===== src/hdl/ssp_consts.svh =====
// Summary of operation
// - Accept traffic only on select code 010
// - Frame starts with 14-bit reference divider, MSB first
// - Then 10-bit main divider, MSB first
// - Then 7-bit swallow counter, MSB first
// - Last bit is control bit, sent as written to the frame register, high or low
// - Latch dividers only when control bit is one
// - Locked: flag high, lamp off; else reverse
// - Controller checks lock flag after each frame
// - Data sampled on serial clock rising edge
// - Enable high copies shift register to latches
// - Gate enable, clock, data only on address match
// - Lock detect high when divided signals in phase
`ifndef SSP_CONSTS_SVH
`define SSP_CONSTS_SVH
`define SSP_FRAME_BITS 32
`define SSP_REF_W 14
`define SSP_MAIN_W 10
`define SSP_SWAL_W 7
`define SSP_REF_POS 18
`define SSP_MAIN_POS 8
`define SSP_SWAL_POS 1
`define SSP_CTRL_POS 0
`define SSP_SELECT_CODE 3'h2
`define SSP_DIV_HALF 8
`define SSP_EN_CYCLES 4
`define SSP_REG_CMD_LO 12'h000
`define SSP_REG_CMD_HI 12'h004
`define SSP_REG_STATUS 12'h008
`define SSP_REG_IRQ_STAT 12'h00c
`define SSP_REG_IRQ_MASK 12'h010
`define SSP_REG_DIVS 12'h014
`endif


===== src/hdl/ssp_pkg.sv =====
package ssp_pkg;
   typedef enum logic [1:0] {
      SSP_IDLE,
      SSP_SHIFT,
      SSP_LATCH
   } ssp_state_t;
   typedef logic [2:0] ssp_sel_t;
endpackage


===== src/hdl/ssp_link_if.sv =====
`timescale 1ns/1ns
`default_nettype none
interface ssp_link_if;
   import ssp_pkg::*;
   ssp_sel_t select_code;
   logic ser_clk;
   logic ser_data;
   logic ser_enable;
   logic lock_flag;
   modport ctrl (output select_code, output ser_clk, output ser_data, output ser_enable, input lock_flag);
   modport dev (input select_code, input ser_clk, input ser_data, input ser_enable, output lock_flag);
endinterface
`default_nettype wire


===== src/hdl/ssp_ctrl.sv =====
`timescale 1ns/1ns
`default_nettype none
`include "ssp_consts.svh"
module ssp_ctrl #(
   parameter int DIV_HALF = `SSP_DIV_HALF,
   parameter int EN_CYCLES = `SSP_EN_CYCLES
) (
   input wire logic core_clk,
   input wire logic rstn,
   ssp_link_if.ctrl link,
   input wire logic [11:0] paddr,
   input wire logic psel,
   input wire logic penable,
   input wire logic pwrite,
   input wire logic [31:0] pwdata,
   output logic [31:0] prdata,
   output logic pready,
   output logic pslverr,
   output logic irq
);
   import ssp_pkg::*;
   localparam int EN_LEN = EN_CYCLES * DIV_HALF;
   ssp_state_t state_r;
   logic [`SSP_FRAME_BITS-1:0] frame_r;
   logic [2:0] sel_r;
   logic [5:0] bit_r;
   logic [4:0] div_r;
   logic [5:0] en_r;
   logic sclk_r, sdat_r, sen_r, busy_r, done_ev;
   logic l0, l1, lock_d_r;
   logic [1:0] ist_r, imask_r;
   logic [31:0] rd_r;
   logic rdy_r, err_r, irq_r;
   wire logic acc = psel & penable & ~rdy_r;
   wire logic wr = acc & pwrite;
   wire logic rd = acc & ~pwrite;
   wire logic idle = (state_r == SSP_IDLE);
   wire logic go = wr && paddr == `SSP_REG_CMD_HI && idle;
   // ==========================================
   // Parameter checks
   if (DIV_HALF < 1 || DIV_HALF > 32) begin : g_bad_div
      $error("ssp_ctrl: DIV_HALF must lie in 1..32");
   end
   if (EN_LEN < 1 || EN_LEN > 63) begin : g_bad_en
      $error("ssp_ctrl: EN_CYCLES * DIV_HALF must lie in 1..63");
   end
   // ==========================================
   // Register decode
   function automatic logic reg_known(input logic [11:0] a);
      logic hit;
      hit = 1'b0;
      case (a)
         `SSP_REG_CMD_LO, `SSP_REG_CMD_HI, `SSP_REG_STATUS: hit = 1'b1;
         `SSP_REG_IRQ_STAT, `SSP_REG_IRQ_MASK: hit = 1'b1;
         default: hit = 1'b0;
      endcase
      return hit;
   endfunction
   // ==========================================
   // APB handshake: one wait state, ready for one cycle
   always_ff @(posedge core_clk or negedge rstn) begin
      if (!rstn) begin
         rdy_r <= 1'b0;
      end else begin
         rdy_r <= acc;
      end
   end
   // ==========================================
   // Register writes; frame and select hold while a frame is out
   always_ff @(posedge core_clk or negedge rstn) begin
      if (!rstn) begin
         frame_r <= '0;
         sel_r <= `SSP_SELECT_CODE;
         imask_r <= 2'h0;
      end else if (wr) begin
         case (paddr)
            `SSP_REG_CMD_LO: begin
               if (idle) begin
                  frame_r <= pwdata;
               end
            end
            `SSP_REG_CMD_HI: begin
               if (idle) begin
                  sel_r <= pwdata[2:0];
               end
            end
            `SSP_REG_IRQ_MASK: imask_r <= pwdata[1:0];
            default: begin
            end
         endcase
      end
   end
   // ==========================================
   // Read data, shown with ready
   always_ff @(posedge core_clk or negedge rstn) begin
      if (!rstn) begin
         rd_r <= 32'h0;
      end else if (rd) begin
         case (paddr)
            `SSP_REG_CMD_LO: rd_r <= frame_r;
            `SSP_REG_CMD_HI: rd_r <= {29'h0, sel_r};
            `SSP_REG_STATUS: rd_r <= {30'h0, busy_r, l1};
            `SSP_REG_IRQ_STAT: rd_r <= {30'h0, ist_r};
            `SSP_REG_IRQ_MASK: rd_r <= {30'h0, imask_r};
            default: rd_r <= 32'h0;
         endcase
      end
   end
   // ==========================================
   // Error response for unmapped addresses
   always_ff @(posedge core_clk or negedge rstn) begin
      if (!rstn) begin
         err_r <= 1'b0;
      end else begin
         err_r <= acc && !reg_known(paddr);
      end
   end
   // ==========================================
   // Lock flag synchroniser
   always_ff @(posedge core_clk or negedge rstn) begin
      if (!rstn) begin
         l0 <= 1'b0;
         l1 <= 1'b0;
         lock_d_r <= 1'b0;
      end else begin
         l0 <= link.lock_flag;
         l1 <= l0;
         lock_d_r <= l1;
      end
   end
   // ==========================================
   // Interrupts: bit0 frame done, bit1 lock change
   always_ff @(posedge core_clk or negedge rstn) begin
      if (!rstn) begin
         ist_r <= 2'h0;
         irq_r <= 1'b0;
      end else begin
         if (rd && paddr == `SSP_REG_IRQ_STAT) begin
            ist_r <= {l1 ^ lock_d_r, done_ev};
         end else begin
            ist_r <= ist_r | {l1 ^ lock_d_r, done_ev};
         end
         irq_r <= |(ist_r & imask_r);
      end
   end
   // ==========================================
   // Serial sender
   always_ff @(posedge core_clk or negedge rstn) begin
      if (!rstn) begin
         state_r <= SSP_IDLE;
         bit_r <= 6'h0;
         div_r <= 5'h0;
         en_r <= 6'h0;
         sclk_r <= 1'b0;
         sdat_r <= 1'b0;
         sen_r <= 1'b0;
         busy_r <= 1'b0;
         done_ev <= 1'b0;
      end else begin
         done_ev <= 1'b0;
         case (state_r)
            SSP_IDLE: begin
               if (go) begin
                  state_r <= SSP_SHIFT;
                  busy_r <= 1'b1;
                  bit_r <= 6'h0;
                  div_r <= 5'h0;
                  sdat_r <= frame_r[`SSP_FRAME_BITS-1];
               end
            end
            SSP_SHIFT: begin
               if (div_r == 5'(DIV_HALF - 1)) begin
                  div_r <= 5'h0;
                  sclk_r <= ~sclk_r;
                  if (sclk_r) begin
                     if (bit_r == 6'(`SSP_FRAME_BITS - 1)) begin
                        state_r <= SSP_LATCH;
                        en_r <= 6'h0;
                        sen_r <= 1'b1;
                     end else begin
                        bit_r <= bit_r + 6'h1;
                        sdat_r <= frame_r[5'(`SSP_FRAME_BITS - 2) - bit_r[4:0]];
                     end
                  end
               end else begin
                  div_r <= div_r + 5'h1;
               end
            end
            SSP_LATCH: begin
               if (en_r == 6'(EN_LEN)) begin
                  sen_r <= 1'b0;
                  busy_r <= 1'b0;
                  done_ev <= 1'b1;
                  state_r <= SSP_IDLE;
               end else begin
                  en_r <= en_r + 6'h1;
               end
            end
            default: state_r <= SSP_IDLE;
         endcase
      end
   end
   // ==========================================
   // Outputs
   assign link.select_code = sel_r;
   assign link.ser_clk = sclk_r;
   assign link.ser_data = sdat_r;
   assign link.ser_enable = sen_r;
   assign prdata = rd_r;
   assign pready = rdy_r;
   assign pslverr = err_r;
   assign irq = irq_r;
endmodule
`default_nettype wire


===== src/flat_wrapper.sv =====
// flat-port wrapper written by rule: the top's interface ports become plain ports
module ssp_ctrl_flat import ssp_pkg::*;
#(
   parameter int DIV_HALF = `SSP_DIV_HALF,
   parameter int EN_CYCLES = `SSP_EN_CYCLES
)
  (core_clk, rstn, paddr, psel, penable, pwrite, pwdata, prdata, pready, pslverr, irq, link_select_code, link_ser_clk, link_ser_data, link_ser_enable, link_lock_flag);
  ssp_link_if link_i ();
  input wire logic core_clk;
  input wire logic rstn;
  input wire logic [11:0] paddr;
  input wire logic psel;
  input wire logic penable;
  input wire logic pwrite;
  input wire logic [31:0] pwdata;
  output logic [31:0] prdata;
  output logic pready;
  output logic pslverr;
  output logic irq;
  output wire logic [$bits(link_i.select_code)-1:0] link_select_code;
  output wire logic [$bits(link_i.ser_clk)-1:0] link_ser_clk;
  output wire logic [$bits(link_i.ser_data)-1:0] link_ser_data;
  output wire logic [$bits(link_i.ser_enable)-1:0] link_ser_enable;
  input wire logic [$bits(link_i.lock_flag)-1:0] link_lock_flag;
  assign link_select_code = link_i.select_code;
  assign link_ser_clk = link_i.ser_clk;
  assign link_ser_data = link_i.ser_data;
  assign link_ser_enable = link_i.ser_enable;
  assign link_i.lock_flag = link_lock_flag;
  ssp_ctrl #(.DIV_HALF(DIV_HALF), .EN_CYCLES(EN_CYCLES)) u_core (.core_clk(core_clk), .rstn(rstn), .link(link_i), .paddr(paddr), .psel(psel), .penable(penable), .pwrite(pwrite), .pwdata(pwdata), .prdata(prdata), .pready(pready), .pslverr(pslverr), .irq(irq));
endmodule

===== config.mk =====
export PLATFORM = sky130hd
export DESIGN_NAME = ssp_ctrl_flat
export DESIGN_NICKNAME = d
export VERILOG_FILES = /design/src/hdl/ssp_pkg.sv /design/src/hdl/ssp_link_if.sv /design/src/hdl/ssp_ctrl.sv /design/src/flat_wrapper.sv
export VERILOG_INCLUDE_DIRS = /design/src /design/src/hdl
export SDC_FILE = /design/constraint.sdc
export NUM_CORES = 1
export LEC_CHECK = 0
export BUFFER_PORTS_ARGS = -buffer_cell sky130_fd_sc_hd__buf_2
export CORE_UTILIZATION = 55
export CTS_CLUSTER_SIZE = 16
export DETAILED_ROUTE_END_ITERATION = 10
export PLACE_DENSITY_LB_ADDON = 0.15
export SYNTH_ARGS = -nofsm -noshare
export SYNTH_HDL_FRONTEND = slang
export SYNTH_SLANG_ARGS = --single-unit

===== constraint.sdc =====
create_clock -name core_clk -period 8.2 [get_ports core_clk]
set_clock_uncertainty 0.2 [all_clocks]
set_input_delay 0.41 -clock core_clk [delete_from_list [all_inputs] [get_ports core_clk]]
set_output_delay 0.41 -clock core_clk [all_outputs]
set_load 0.005 [all_outputs]

### Word level (Yosys, flattened, before mapping)

Index checks and enable logic that the tools add are counted.

| word-level totals | value |
|---|---|
| output and inout port bits | 41 |
| memories kept | 0 |
| bits of input ports | 50 |
| logic and storage cells | 111 |
| flip-flop bits (word level) | 101 |
| bits in latches | 0 |
| memory bits (read-only) | 0 |
| memory bits (writable) | 0 |

| operators by class | value |
|---|---|
| $add $sub $neg | 4 |
| order comparisons | 1 |
| divide/modulo/power cells | 0 |
| equal/unequal tests | 16 |
| shift-type cells | 0 |
| bitwise logic cells | 10 |
| mux-type cells | 38 |
| multiply operators | 0 |
| reductions and logical operators | 22 |

Operators by type and width:

| cell | count |
|---|---|
| $pmux 32 s5 | 1 |
| $mux 6 | 8 |
| $eq 12x4->1 const B | 2 |
| $pmux 6 s2 | 2 |
| $reduce_and 5->1 | 4 |
| $mux 1 | 13 |
| $add 6x1->6 const B | 2 |
| $eq 12x3->1 const B | 1 |
| $eq 12x5->1 const B | 1 |
| $logic_not 12->1 | 1 |
| $mux 2 | 6 |
| $mux 5 | 2 |
| $pmux 5 s2 | 1 |
| $reduce_and 3->1 | 3 |
| $ne 2x1->1 const B | 4 |
| $eq 6x5->1 const B | 1 |
| $eq 6x6->1 const B | 1 |
| $lt 5x6->1 const B | 1 |
| $ne 2x2->1 const B | 3 |
| $pmux 1 s2 | 3 |
| $pmux 2 s3 | 1 |
| $reduce_and 2->1 | 3 |
| $reduce_bool 2->1 | 3 |
| $add 5x1->5 const B | 1 |
| 15 further kinds | 23 |

### Logic depth before layout (Yosys ltp)

| logic depth | value |
|---|---|
| word-level depth | 7 |
| mapped depth | 8 |
| gate-level depth less buffers | 7 |

### Worst setup path after synthesis

No wires, ideal clock.

| timing path | value |
|---|---|
| path kind | flip-flop to flip-flop |
| from | register u_core.bit_r[0] |
| to | register u_core.sdat_r, in the netlist u_core.link.ser_data |
| clock period less this slack | 2.719 ns |
| cell stages (with the launch flop) | 7 |
| buffers on the path | 1 |
| data required time | 7.862 ns |
| data arrival time | 2.381 ns |
| library setup time | 0.138 ns |
| setup slack | 5.481 ns |
| path through | dfrtp_1 ha_1 clkbuf_1 mux4_2 mux4_2 mux2i_1 o221ai_1 |

| between the ends | value |
|---|---|
| cells in the longest elaborated chain, start to end | 7 |
| elaborated cells between the ends (all ways) | 10 |
| those cells by class | add/sub (1); eq/ne (2); mux (6); reduce/logical (1) |

Ends and longest elaborated chain:

| what | line | text |
|---|---|---|
| from (decl) | ssp_ctrl.sv:26 | `logic [5:0] bit_r;` |
| from (signal assigned) | ssp_ctrl.sv:181 | `bit_r <= bit_r + 6'h1;` |
| $sub 5x5->5 | ssp_ctrl.sv:182 | `` sdat_r <= frame_r[5'(`SSP_FRAME_BITS - 2) - bit_r[4:0]]; `` |
| $bmux 1 s5 | ssp_ctrl.sv:182 |  |
| $mux 1 | ssp_ctrl.sv:182 |  |
| $mux 1 | ssp_ctrl.sv:176 | `` if (bit_r == 6'(`SSP_FRAME_BITS - 1)) begin `` |
| $mux 1 | ssp_ctrl.sv:175 | `if (sclk_r) begin` |
| $mux 1 | ssp_ctrl.sv:172 | `if (div_r == 5'(DIV_HALF - 1)) begin` |
| $pmux 1 s2 | ssp_ctrl.sv:161 | `case (state_r)` |
| to (signal assigned) | ssp_ctrl.sv:168 | `` sdat_r <= frame_r[`SSP_FRAME_BITS-1]; `` |
| to (signal assigned) | ssp_ctrl.sv:182 |  |
| to (decl) | ssp_ctrl.sv:29 | `logic sclk_r, sdat_r, sen_r, busy_r, done_ev;` |

Several ways; a longest one is shown, not always the timed one. The select of a mux whose other input is x is not followed.
A chain may end at the register's enable or synchronous reset.

### Worst setup path in the final report

Ends and elaborated chain as after synthesis.

==> impl_metrics.yaml <==
status:
  status: "finished clean"
logic_synthesis:
  syn-mean-instance-area_um2: 11.5
  seq_area_frac_synth_pct: 52.2
  async_flop_share_pct: 100
  syn_inst: 420
  synth-edff-count: 0
  synth_top_flop_cell: "dfrtp_1"
  yosys_warnings: 0
  synth_cell_types: 54
  netlist_area_um2: 4840
  syn_nets: 479
  synth.ff_latch_count: 101
timing:
  slew_headroom_pct: 28.6
  rsz0062_at_grt: "no"
  setup_violations: 0
  max_freq_ghz: 0.326
  post-route-period-util_pct: 37.4
  finalSetupTns_ns: 0
  hold_viol: 0
  worstMarginPinSlew_ns: 1.07
  slew_viol_final: 0
  min_period_ns: 3.07
drt:
  drc: 0
  routed_wl_um: 10100
  drtIter0Drc: 139
  drtPass1Iterations: 4
  drt-vias-per-instance: 5.64
  vias: 3463
  ant_nets: 0
  wl_per_cell_um: 16.4
global_route:
  grt_max_degree: 74
  grt_pass1_vias: 3305
  grt_pass1_wl_um: 16300
  grt_usage_pct: 23.2
  antenna_found_initial: 0
  grt-ovfl-total: 0
critical_path:
  slowest_stage: "ha_1"
  cp_max_fo: 14
  cp_cell_sequence: "ha_1, mux4_2, mux4_2, mux2i_1, o221ai_1"
  slowest_delay_ns: 0.75
  critPathArrivalTime_ns: 3.11
  critPathRequiredTime_ns: 8.24
  r2r_end: "u_core.link.ser_data"
  rrSetupSlack_ns: 5.13
  startpoint_type: "flip-flop"
  r2r_start: "u_core.bit_r[0]"
  timing_worst_setup_path_type: "flip-flop to flip-flop"
  crit_path_end_kind: "flip-flop"
  crit_top_cell: "mux4_2"
  r2r_cells: 5
power_and_ir_drop:
  comb_power_share_pct: 23.2
  p_int_mw: 0.755
  pwr-share-clk_pct: 26.4
  vdd.ir_drop.worst_mv: 0.164
  power.leakage_nw: 2.93
  p_switching_mw: 0.383
  powerDensity_nw_per_um2: 206
  pwr-share-seq_pct: 50.4
  p_sw_share_pct: 33.7
final_layout:
  drive_gt1_share_pct: 33.4
  nFillCells: 686
  postLayoutCoreUtil_pct: 66.1
  insertedDiodeCount: 0
  final_area_um2: 5540
  syn2layout_area_growth_pct: 14.4
  final_nets: 563
floorplan:
  die_y_um: 95.8
  rows: 33
  fp.dieW_um: 95.8
  core_region_area_um2: 8380
  io_pins: 91
  dieArea_um2: 9190
  start_util_pct: 57.8
placement:
  port_buffers: 90
  placedInstanceArea_um2: 5340
  gp_congestion: 0.818
  dp_hpwl_um: 7110
clock_network:
  clk_latency_ns: 0.37
  htree_levels: 3
  cts_setup_buffers: 0
  clkSinkCount: 101
  clock_tree.root_cell: "clkbuf_8"
  cts_resized: 0
  clk_pin_slew_ns: 0.11
  numCtsBuffers: 9
  clockBufferDepth: 2
  cts-hold-fix-buffers: 2
  cts_tree: "built"
hold_path:
  min_path_cells: 2
  whs_endpoint: "u_core.frame_r[21]"
  hold_path.class: "input pin to flip-flop"
  min-delay-start: "pwdata[21]"
flow_run:
  cap_violations: 0
state kept, by name, summed over array words and instances, names as in the netlist:
name	count
u_core.pready	1
u_core.link.ser_data	1
u_core.l1	1
u_core.pslverr	1
u_core.div_r	5
u_core.prdata	32
u_core.ist_r	2
u_core.link.ser_clk	1
u_core.bit_r	6
u_core.imask_r	2
u_core.l0	1
u_core.busy_r	1
u_core.link.ser_enable	1
u_core.frame_r	32
u_core.state_r	2
u_core.irq	1
u_core.en_r	6
u_core.link.select_code	3
u_core.lock_d_r	1
u_core.done_ev	1
synthesized netlist by cell type (all sizes together) (4+ instances only):
cell type	instances	area, um^2
a22o	10	87.6
and2	5	31.3
buf	7	56.3
clkbuf	14	52.6
dfrtp	100	2500
ha	9	113
inv	13	48.8
mux2	40	563
mux4	10	225
nand2	73	274
nand2b	4	25.0
nand3	43	215
nor2	9	33.8
nor2b	5	31.3
nor4	4	40.0
o21ai	15	75.1
or2	6	37.5
xnor2	4	35.0
metrics by stage:
stage               instances  hold WS [ns]  power [mW]  worst slack [ns]
global placement          596         0.138       0.833              4.83
CTS                       614        0.0471        1.15              5.09
detailed placement        596         0.139       0.844              4.77
global route              614        0.0430        1.21              4.83
finish                    614        0.0573        1.14              5.13
floorplan                 420       -0.0856       0.757              5.48
power groups by stage:
stage | combinational [mW] | clock (mW) | sequential, mW
6_report | 0.264 | 0.301 | 0.574
3_3_place_gp | 0.253 | 0 | 0.580
5_1_grt | 0.297 | 0.331 | 0.579
4_1_cts | 0.265 | 0.308 | 0.573
3_5_place_dp | 0.262 | 0 | 0.582
2_1_floorplan | 0.188 | 0 | 0.569
final cells by class:
class / instances / area (um^2) / area share [%]
Sequential cell: 101 / 2530 / 45.6
Multi-Input combinational cell: 285 / 2160 / 39.0
Timing Repair Buffer: 94 / 488 / 8.81
Tap cell: 105 / 131 / 2.37
Clock buffer: 9 / 124 / 2.24
Clock inverter: 7 / 58.8 / 1.06
Inverter: 13 / 48.8 / 0.881
per-layer routing:
layer | wire length, um | up-vias | global-route usage, %
met5 | 0 | - | 0
met4 | 124 | 0 | 7.84
met3 | 323 | 9 | 3.95
met2 | 4750 | 66 | 36.4
met1 | 4860 | 1728 | 33.0
li1 | - | 1660 | -
logic make-up after synthesis:
family	share of synthesized area (%)
AND/OR/NAND/NOR	16.5
multiplexers	16.7
buffers and inverters	3.25
flip-flops	52.2
XOR/XNOR	0.904
AO/OA/AOI/OAI	8.16
adder cells (fa/ha/maj)	2.33
how the worst max path moves through the flow:
stage	from	end	slack, ns	depth (start not counted)
5_1_grt	u_core.bit_r[0]	u_core.en_r[0]	4.83	6
6_report	u_core.bit_r[0]	u_core.link.ser_data	5.13	5
2_1_floorplan	u_core.bit_r[0]	u_core.link.ser_data	5.48	6
3_3_place_gp	paddr[1]	u_core.frame_r[19]	4.83	6
3_5_place_dp	paddr[1]	u_core.frame_r[19]	4.77	6
4_1_cts	u_core.bit_r[0]	u_core.link.ser_data	5.09	5
worst max-delay path: cells and delay by family, from the launching register on:
kind                     cells  cell delay [ns]
multiplexers                 3             1.25
flip-flops                   1             0.60
adder cells (fa/ha/maj)      1             0.75
AO/OA/AOI/OAI                1             0.14
placed cells by master (no fill, tap or decap), drive strengths merged, types with 4 or more instances in the layout:
master,n
dfrtp,100
buf,92
nand2,73
nand3,43
mux2,40
inv,16
o21ai,15
a22o,10
mux4,10
ha,9
clkbuf,9
nor2,9
or2,6
nor2b,5
and2,5
xnor2,4
nand2b,4
nor4,4
No activity file was read; power rests on OpenSTA's default activity.
